==> config.mk <==
export PLATFORM = sky130hd
export DESIGN_NAME = p8g_port
export DESIGN_NICKNAME = d
export VERILOG_FILES = /design/src/hw/p8g_pkg.sv /design/src/hw/p8g_port.sv
export VERILOG_INCLUDE_DIRS = /design/src /design/src/hw
export SDC_FILE = /design/constraint.sdc
export NUM_CORES = 1
export LEC_CHECK = 0
export ABC_AREA = 1
export ABC_CLOCK_PERIOD_IN_PS = 1900
export CAP_MARGIN = 0
export CORE_ASPECT_RATIO = 2
export CORE_MARGIN = 5
export CORE_UTILIZATION = 42
export DETAILED_ROUTE_END_ITERATION = 10
export DONT_BUFFER_PORTS = 1
export GPL_TIMING_DRIVEN = 0
export SLEW_MARGIN = 10
export SYNTH_ARGS = -nofsm -noshare
export SYNTH_HDL_FRONTEND = slang
export SYNTH_SLANG_ARGS = --single-unit
==> constraint.sdc <==
create_clock -name core_clk_i -period 1.9 [get_ports core_clk_i]
set_clock_uncertainty 0.2 [all_clocks]
set_input_delay 0.38 -clock core_clk_i [delete_from_list [all_inputs] [get_ports core_clk_i]]
set_output_delay 0.38 -clock core_clk_i [all_outputs]
set_load 0.02 [all_outputs]
==> src/hw/p8g_map.svh <==
`ifndef P8G_MAP_SVH
`define P8G_MAP_SVH

// Register indexes; byte address is four times the index
`define P8G_IDX_DIRECTION   20'h0_EE007
`define P8G_IDX_OUT_DATA    20'h0_FFFD7
`define P8G_IDX_DRAM_CTRL   20'h0_0100
`define P8G_IDX_IRQ_ENABLE  20'h0_0101
`define P8G_IDX_STATUS      20'h0_0102

`define P8G_ADDR_W          22
`define P8G_PINS            5
`define P8G_RSVD_MASK       8'hE0
`define P8G_DIR_RST_M1_4    8'hF0
`define P8G_DIR_RST_M5_7    8'hE0
`define P8G_DATA_RST        8'hE0
`define P8G_DIR_READ        8'hFF

// Field positions in the DRAM control register
`define P8G_DRAS_LSB        0
`define P8G_REFRESH_OUTPUT_ENABLE_BIT       3

// Pin positions
`define P8G_PIN_CS0         4
`define P8G_PIN_CS1         3
`define P8G_PIN_CS2         2
`define P8G_PIN_CS3         1
`define P8G_PIN_REFRESH_STROBE_OUT        0
`define P8G_PIN_ADC_TRIGGER_IN       3

// Edges spent catching the mode strap after reset release
`define P8G_INIT_CYCLES     2'd3

`endif

==> src/hw/p8g_pkg.sv <==
package p8g_pkg;

	typedef enum logic [1:0] {
		P8G_PIN1_NORMAL = 2'b00,
		P8G_PIN1_GPIO   = 2'b01,
		P8G_PIN1_RAS    = 2'b10
	} p8g_pin1_e;

	typedef struct packed {
		logic [4:0] out;
		logic [4:0] oe;
	} p8g_pins_s;

	typedef struct packed {
		logic [3:0] chip_select_n;
		logic [1:0] ras_n;
		logic       refresh_n;
	} p8g_strobes_s;

endpackage

==> src/hw/p8g_port.sv <==
`timescale 1ns/1ps
`default_nettype none
`include "p8g_map.svh"
// Overview of operation
// - five pins, each direction from one bit
// - single-chip modes: no chip-select or refresh outputs
// - single-chip: direction 1 drives data, 0 inputs
// - interrupt inputs follow enable, not direction
// - DRAM areas turn chip-select 2 into RAS, and 3 unless area select 001
// - expanded: direction 1 drives chip-selects 0 to 3
// - pin 1 becomes general output per area select
// - modes 1-4: pin 4 chip-select 0 after reset
// - mode 5: chip-select pins reset as inputs
// - refresh enable puts refresh strobe on pin 0
// - direction register write-only, reads all ones
// - bits 7 to 5 read one, ignore writes
// - reset, hardware standby load F0 or E0 direction
// - software standby keeps direction, outputs still drive
// - general output drives its data register bit
// - read gives data bit if output, else pin
// - reset, hardware standby load data E0; standby keeps

module p8g_port (
	input  wire logic                  core_clk_i,
	input  wire logic                  rst_i,
	input  wire logic [21:0]           avs_address_i,
	input  wire logic                  avs_read_i,
	input  wire logic                  avs_write_i,
	input  wire logic [3:0]            avs_byteenable_i,
	input  wire logic [31:0]           avs_writedata_i,
	output logic      [31:0]           avs_readdata_o,
	output logic                       avs_waitrequest_o,
	input  wire logic [2:0]            mode_i,
	input  wire logic                  hw_standby_i,
	input  wire logic                  sw_standby_i,
	input  wire p8g_pkg::p8g_strobes_s strobes_i,
	input  wire logic [4:0]            pin_i,
	output p8g_pkg::p8g_pins_s         pin_o,
	output logic      [3:0]            ext_irq_in_o,
	output logic                       adc_trigger_in_o
);

	logic [2:0] mode_meta;
	logic [2:0] mode_sync;
	logic       hws_meta;
	logic       hws_sync;
	logic [4:0] pin_meta;
	logic [4:0] pin_sync;
	logic [1:0] init_cnt;
	logic [2:0] mode;
	logic [4:0] pin_direction_reg;
	logic [4:0] pin_output_data_reg;
	logic [2:0] dram_area_select;
	logic       refresh_output_enable;
	logic [3:0] irq_enable_reg;
	logic       rd_valid;
	logic [4:0] port_value;
	logic [7:0] next_rdata;
	logic       init_busy;
	logic       wr_en;
	logic       expanded;
	p8g_pkg::p8g_pin1_e pin1_cfg;

	// Register decode, one flag per register
	logic       hit_dir;
	logic       hit_dat;
	logic       hit_drm;
	logic       hit_ier;
	logic       hit_sts;
	logic       rd_take;

	// Per-pin output value and enable before they are packed for the pads
	logic       pin4_out;
	logic       pin4_oe;
	logic       pin3_out;
	logic       pin3_oe;
	logic       pin2_out;
	logic       pin2_oe;
	logic       pin1_out;
	logic       pin1_oe;
	logic       pin0_out;
	logic       pin0_oe;

	// Read-back bytes of the own control registers
	logic [7:0] dram_ctrl_byte;
	logic [7:0] irq_en_byte;
	logic [7:0] status_byte;

	function automatic logic mode_low(input logic [2:0] m);
		mode_low = (m >= 3'd1) && (m <= 3'd4);
	endfunction

	// Port registers keep five bits; the upper three are fixed and never stored
	function automatic logic [4:0] pin_bits(input logic [7:0] v);
		pin_bits = v[4:0];
	endfunction

	function automatic logic [4:0] dir_reset(input logic [2:0] m);
		dir_reset = pin_bits(mode_low(m) ? `P8G_DIR_RST_M1_4 : `P8G_DIR_RST_M5_7);
	endfunction

	// A register answers only on a word-aligned byte address
	function automatic logic reg_hit(input logic [21:0] a, input logic [19:0] i);
		reg_hit = (a[21:2] == i) && (a[1:0] == 2'b00);
	endfunction

	// Mode strap, standby pin and port pins all come from outside the clock

	// Strap: only the second stage is read, by the init logic below
	always_ff @(posedge core_clk_i or posedge rst_i) begin
		if (rst_i) begin
			mode_meta <= 3'h0;
			mode_sync <= 3'h0;
		end else begin
			mode_meta <= mode_i;
			mode_sync <= mode_meta;
		end
	end

	// Hardware standby: a glitch that falls between two edges is not seen
	always_ff @(posedge core_clk_i or posedge rst_i) begin
		if (rst_i) begin
			hws_meta <= 1'b0;
			hws_sync <= 1'b0;
		end else begin
			hws_meta <= hw_standby_i;
			hws_sync <= hws_meta;
		end
	end

	// Pin levels: reads and interrupt requests lag the pads by two edges
	always_ff @(posedge core_clk_i or posedge rst_i) begin
		if (rst_i) begin
			pin_meta <= 5'h00;
			pin_sync <= 5'h00;
		end else begin
			pin_meta <= pin_i;
			pin_sync <= pin_meta;
		end
	end

	// Strap is caught after release, once the synchroniser has filled
	always_ff @(posedge core_clk_i or posedge rst_i) begin
		if (rst_i) begin
			init_cnt <= `P8G_INIT_CYCLES;
			mode     <= 3'h0;
		end else if (init_cnt != 2'd0) begin
			init_cnt <= init_cnt - 2'd1;
			mode     <= mode_sync;
		end
	end

	assign init_busy = (init_cnt != 2'd0);
	assign expanded  = (mode >= 3'd1) && (mode <= 3'd5);

	// Misaligned or unmapped addresses hit nothing: writes vanish, reads give 0
	assign hit_dir   = reg_hit(avs_address_i, `P8G_IDX_DIRECTION);
	assign hit_dat   = reg_hit(avs_address_i, `P8G_IDX_OUT_DATA);
	assign hit_drm   = reg_hit(avs_address_i, `P8G_IDX_DRAM_CTRL);
	assign hit_ier   = reg_hit(avs_address_i, `P8G_IDX_IRQ_ENABLE);
	assign hit_sts   = reg_hit(avs_address_i, `P8G_IDX_STATUS);
	assign wr_en     = avs_write_i && !init_busy && avs_byteenable_i[0];

	// Hardware standby acts like reset; software standby leaves all alone
	always_ff @(posedge core_clk_i or posedge rst_i) begin
		if (rst_i) begin
			pin_direction_reg <= pin_bits(`P8G_DIR_RST_M5_7);
		end else if (init_busy || hws_sync) begin
			pin_direction_reg <= dir_reset(init_busy ? mode_sync : mode);
		end else if (wr_en && hit_dir) begin
			pin_direction_reg <= avs_writedata_i[4:0];
		end
	end

	always_ff @(posedge core_clk_i or posedge rst_i) begin
		if (rst_i) begin
			pin_output_data_reg <= pin_bits(`P8G_DATA_RST);
		end else if (hws_sync) begin
			pin_output_data_reg <= pin_bits(`P8G_DATA_RST);
		end else if (wr_en && hit_dat) begin
			pin_output_data_reg <= avs_writedata_i[4:0];
		end
	end

	// DRAM control: area select and refresh enable
	always_ff @(posedge core_clk_i or posedge rst_i) begin
		if (rst_i) begin
			dram_area_select      <= 3'h0;
			refresh_output_enable <= 1'b0;
		end else if (hws_sync) begin
			dram_area_select      <= 3'h0;
			refresh_output_enable <= 1'b0;
		end else if (wr_en && hit_drm) begin
			dram_area_select      <= avs_writedata_i[`P8G_DRAS_LSB +: 3];
			refresh_output_enable <= avs_writedata_i[`P8G_REFRESH_OUTPUT_ENABLE_BIT];
		end
	end

	// Interrupt enables, one per request line
	always_ff @(posedge core_clk_i or posedge rst_i) begin
		if (rst_i) begin
			irq_enable_reg <= 4'h0;
		end else if (hws_sync) begin
			irq_enable_reg <= 4'h0;
		end else if (wr_en && hit_ier) begin
			irq_enable_reg <= avs_writedata_i[3:0];
		end
	end

	// Area select 000: plain; 001: area 2 only, pin 1 freed; others: RAS3 too
	always_comb begin
		unique case (dram_area_select)
			3'b000:  pin1_cfg = p8g_pkg::P8G_PIN1_NORMAL;
			3'b001:  pin1_cfg = p8g_pkg::P8G_PIN1_GPIO;
			default: pin1_cfg = p8g_pkg::P8G_PIN1_RAS;
		endcase
	end

	// Outputs are combinational from registers so a write shows on the pin
	// at the very edge that completes it
	// Single-chip modes keep the plain data/direction view

	// Pin 4: chip-select 0 in expanded modes, direction still decides drive
	always_comb begin
		pin4_out = pin_output_data_reg[`P8G_PIN_CS0];
		pin4_oe  = pin_direction_reg[`P8G_PIN_CS0];
		if (expanded) begin
			pin4_out = strobes_i.chip_select_n[0];
		end
	end

	// Pin 3: chip-select 1 in expanded modes
	always_comb begin
		pin3_out = pin_output_data_reg[`P8G_PIN_CS1];
		pin3_oe  = pin_direction_reg[`P8G_PIN_CS1];
		if (expanded) begin
			pin3_out = strobes_i.chip_select_n[1];
		end
	end

	// Pin 2: any DRAM area forces the row strobe out, whatever the direction
	always_comb begin
		pin2_out = pin_output_data_reg[`P8G_PIN_CS2];
		pin2_oe  = pin_direction_reg[`P8G_PIN_CS2];
		if (expanded) begin
			if (dram_area_select != 3'b000) begin
				pin2_out = strobes_i.ras_n[0];
				pin2_oe  = 1'b1;
			end else begin
				pin2_out = strobes_i.chip_select_n[2];
			end
		end
	end

	// Pin 1: chip-select 3, general port or second row strobe
	always_comb begin
		pin1_out = pin_output_data_reg[`P8G_PIN_CS3];
		pin1_oe  = pin_direction_reg[`P8G_PIN_CS3];
		if (expanded) begin
			unique case (pin1_cfg)
				p8g_pkg::P8G_PIN1_NORMAL: begin
					pin1_out = strobes_i.chip_select_n[3];
				end
				p8g_pkg::P8G_PIN1_GPIO: begin
					pin1_out = pin_output_data_reg[`P8G_PIN_CS3];
				end
				p8g_pkg::P8G_PIN1_RAS: begin
					pin1_out = strobes_i.ras_n[1];
					pin1_oe  = 1'b1;
				end
			endcase
		end
	end

	// Pin 0: refresh strobe only in expanded modes; single-chip ignores the enable
	always_comb begin
		pin0_out = pin_output_data_reg[`P8G_PIN_REFRESH_STROBE_OUT];
		pin0_oe  = pin_direction_reg[`P8G_PIN_REFRESH_STROBE_OUT];
		if (expanded && refresh_output_enable) begin
			pin0_out = strobes_i.refresh_n;
			pin0_oe  = 1'b1;
		end
	end

	assign pin_o = '{
		out: {pin4_out, pin3_out, pin2_out, pin1_out, pin0_out},
		oe:  {pin4_oe, pin3_oe, pin2_oe, pin1_oe, pin0_oe}
	};

	// Interrupts see the pin even while it is driven: software must mask
	assign ext_irq_in_o     = irq_enable_reg & ~pin_sync[3:0];
	assign adc_trigger_in_o = ~pin_sync[`P8G_PIN_ADC_TRIGGER_IN];

	// Output pins read back their register bit, input pins their level
	always_comb begin
		port_value = (pin_direction_reg & pin_output_data_reg)
			| (~pin_direction_reg & pin_sync);
	end

	assign dram_ctrl_byte = {4'h0, refresh_output_enable, dram_area_select};
	assign irq_en_byte    = {4'h0, irq_enable_reg};
	assign status_byte    = {3'b000, sw_standby_i, expanded, mode};

	always_comb begin
		next_rdata = 8'h00;
		if (hit_dir) begin
			next_rdata = `P8G_DIR_READ;
		end else if (hit_dat) begin
			next_rdata = `P8G_RSVD_MASK | {3'b000, port_value};
		end else if (hit_drm) begin
			next_rdata = dram_ctrl_byte;
		end else if (hit_ier) begin
			next_rdata = irq_en_byte;
		end else if (hit_sts) begin
			next_rdata = status_byte;
		end
	end

	// Reads take one wait cycle so read data leaves a flip-flop
	assign rd_take = avs_read_i && !init_busy && !rd_valid;

	// Toggles while a read is held, so a held read is answered every second cycle
	always_ff @(posedge core_clk_i or posedge rst_i) begin
		if (rst_i) begin
			rd_valid <= 1'b0;
		end else begin
			rd_valid <= rd_take;
		end
	end

	// Read data stays until the next read is answered
	always_ff @(posedge core_clk_i or posedge rst_i) begin
		if (rst_i) begin
			avs_readdata_o <= 32'h0000_0000;
		end else if (rd_take) begin
			avs_readdata_o <= {24'h00_0000, next_rdata};
		end
	end

	assign avs_waitrequest_o = init_busy || (avs_read_i && !rd_valid);

endmodule
`default_nettype wire

==> flow_summary.json <==
{
  "areaGrowthSynthToFinish_pct": 23.6,
  "die_w_microns": 67.1,
  "worstPathMaxFanout": 7,
  "cap_violations": 0,
  "seq_area_frac_synth_pct": 44.0,
  "clk_latency_ns": 0.28,
  "p_leak_nw": 1.76,
  "required_ns": 1.32,
  "fill_cells": 625,
  "top_register": "avs_readdata_o",
  "mostFrequentLayoutCells": "nand2_1 (80), dfrtp_1 (46), buf_4 (44)",
  "vias": 2110,
  "seqCellArea_sq_mm": 0.00120,
  "min_period_ns": 2.04,
  "grt_pass1_vias": 2201,
  "die_y_microns": 124,
  "final_common_cell": "nand2_1",
  "finalWorstSetupSlack_ns": -0.141,
  "critical_path.top_delay_family": "flip-flops",
  "multi_input_area_sq_mm": 0.00127,
  "clk_pin_slew_worst_paths_ns": 0.06,
  "gp_congestion": 0.781,
  "cellPowerDensity_mw_per_mm2": 683,
  "routedWlPerCell_microns": 13.4,
  "drive_gt1_share_pct": 30.2,
  "cts_htree_levels": 2,
  "cts_sinks": 48,
  "root_buffer": "clkbuf_16",
  "syn_area_sq_mm": 0.00274,
  "ir_worst_vdd_v": 0.000751,
  "netlist_instances": 338,
  "crit_arrival_ns": 1.46,
  "ys_warn_count": 0,
  "synth_edf_count": 0,
  "crit_buf_inv": 3,
  "timing_hold_violations_final": 0,
  "violations": "setup timing",
  "antennaDiodeCount": 0,
  "ys.flop_type": "dfrtp_1",
  "finalMaxSlewViolations": 0,
  "antenna_left": 0,
  "worstPathCellList": "inv_2 -> nand3_2 -> o21a_4 -> inv_6 -> a21oi_2 -> o21ai_1 -> buf_4",
  "viasPerCell": 4.42,
  "drt-initial-drc-count": 31,
  "core_sq_mm": 0.00631,
  "io_buffers": 0,
  "run_status": "finished with violations",
  "hpwl_microns": 5080,
  "yosysUniqueCellTypes": 35,
  "cts.path.max_buffers": 2,
  "finalCritPeriodShare_pct": 107,
  "cp_slowest_stage_delay_ns": 0.39,
  "worstSetupPathType": "flip-flop to output port",
  "setup_viol": 7,
  "synth-seq-cells": 48,
  "grt_max_degree": 38,
  "start_kind": "flip-flop",
  "die_area_sq_mm": 0.00833,
  "largest_reg_flops": 6,
  "post-route-drc-count": 0,
  "antenna_found_initial": 0,
  "io_pins": 127,
  "fin_nets": 470,
  "fmax_ghz": 0.490,
  "slowest_stage": "dfrtp_1",
  "start_util_pct": 43.4,
  "wl_microns": 6370,
  "syn_area_per_cell_sq_um": 8.10,
  "grt_overflow": 0,
  "grt_usage_pct": 16.3,
  "rsz0062_at_grt": "yes",
  "hold_path_class": "input pin to flip-flop",
  "drtPass1Iterations": 4,
  "crit_path_end_kind": "output port",
  "cts_tree": "done",
  "numCtsBuffers": 5,
  "std_cell_rows": 41,
  "postSynth.asyncResetShare_pct": 100,
  "setup-tns-final_ns": -0.619,
  "place_ws_ns": -0.213,
  "grt_pass1_wl_microns": 9990
}
## final cells by class
cell class	count	share of cell area, %
tap	86	3.18
buffer	38	8.98
sequential	48	35.6
clock inverter	1	0.148
clock buffer	7	3.92
inverter	39	4.55
timing repair buffer	22	6.10
multi-input combinational	236	37.6
## kinds of logic (layout without fill, tap and decap cells)
logic type	Yosys count	count (layout)	synth area share, %
compound gates	38	38	8.18
other cells	1	24	0.137
simple gates	170	170	30.3
fa+ha+maj	1	1	0.457
xor+xnor	2	2	0.640
buf+inv	77	107	15.9
flops	48	48	44.0
mux	1	1	0.411
## metrics by stage
| step | util [%] | hold slack (ns) | instance area [sq um] | total power [mW] | std cells |
|---|---|---|---|---|---|
| finish | 53.6 | 0.00929 | 3380 | 2.31 | 477 |
| global route | 53.6 | 0.00917 | 3380 | 2.44 | 477 |
| CTS | 52.4 | 0.00152 | 3310 | 2.34 | 472 |
| detailed placement | 46.8 | 0.0266 | 2950 | 1.47 | 448 |
| global placement | 46.5 | 0.133 | 2930 | 1.46 | 447 |
| floorplan | - | 0.131 | 2820 | 1.41 | 361 |
## cells in the mapped netlist (3+ instances only)
| cell type | count | area (sq um) |
|---|---|---|
| inv_2 | 7 | 26.3 |
| or2_2 | 3 | 18.8 |
| nor2_2 | 10 | 62.6 |
| o21ai_0 | 11 | 55.1 |
| buf_4 | 37 | 278 |
| a21oi_1 | 4 | 20.0 |
| nand2_1 | 86 | 323 |
| o21ai_1 | 14 | 70.1 |
| dfrtp_1 | 46 | 1150 |
| nand3_1 | 16 | 80.1 |
| nor2_1 | 37 | 139 |
| nand2_2 | 3 | 18.8 |
| inv_1 | 32 | 120 |
## routing by layer
layer / GRT usage [%] / vias up / part of all wire, %
met5: 0 / - / 0
met4: 6.10 / 0 / 1.7
met3: 3.79 / 7 / 7.3
met2: 31.7 / 62 / 59
met1: 15.9 / 945 / 32
li1: - / 1096 / -
## final timing paths
kind                       slack, ns                          endpoint                    start  cells past startpoint
setup / recovery               -0.14                          pin_o[6]        mode[1]$_DFF_PP0_                      7
hold / removal                 0.009  pin_direction_reg[1]$_DFFE_PP0P_       avs_writedata_i[1]                      2
setup reg to reg                0.06     avs_readdata_o[0]$_DFFE_PP0P_  init_cnt[0]$_DFFE_PP1N_                      9
hold reg to reg                 0.15             pin_sync[4]$_DFF_PP0_    pin_meta[4]$_DFF_PP0_                      0
max in group asynchronous       0.71     irq_enable_reg[1]$_DFFE_PP0P_                    rst_i                      3
min in group asynchronous       0.30            mode_sync[0]$_DFF_PP0_                    rst_i                      2
## report_power, final
| part | switching (mW) | internal (mW) |
|---|---|---|
| sequential | 0.0657 | 1.08 |
| combinational | 0.203 | 0.139 |
| clock | 0.340 | 0.486 |
## what timing repair did
action | in CTS | in global routing
pin swaps | 6 | 9
gates resized for setup | 25 | 12
setup endpoints to repair | 21 | 23
hold buffers | 10 | 0
hold endpoints to repair | 20 | 0
cloned | 0 | 1
setup buffers | 6 | 4
No activity file was read; power rests on OpenSTA's default activity.
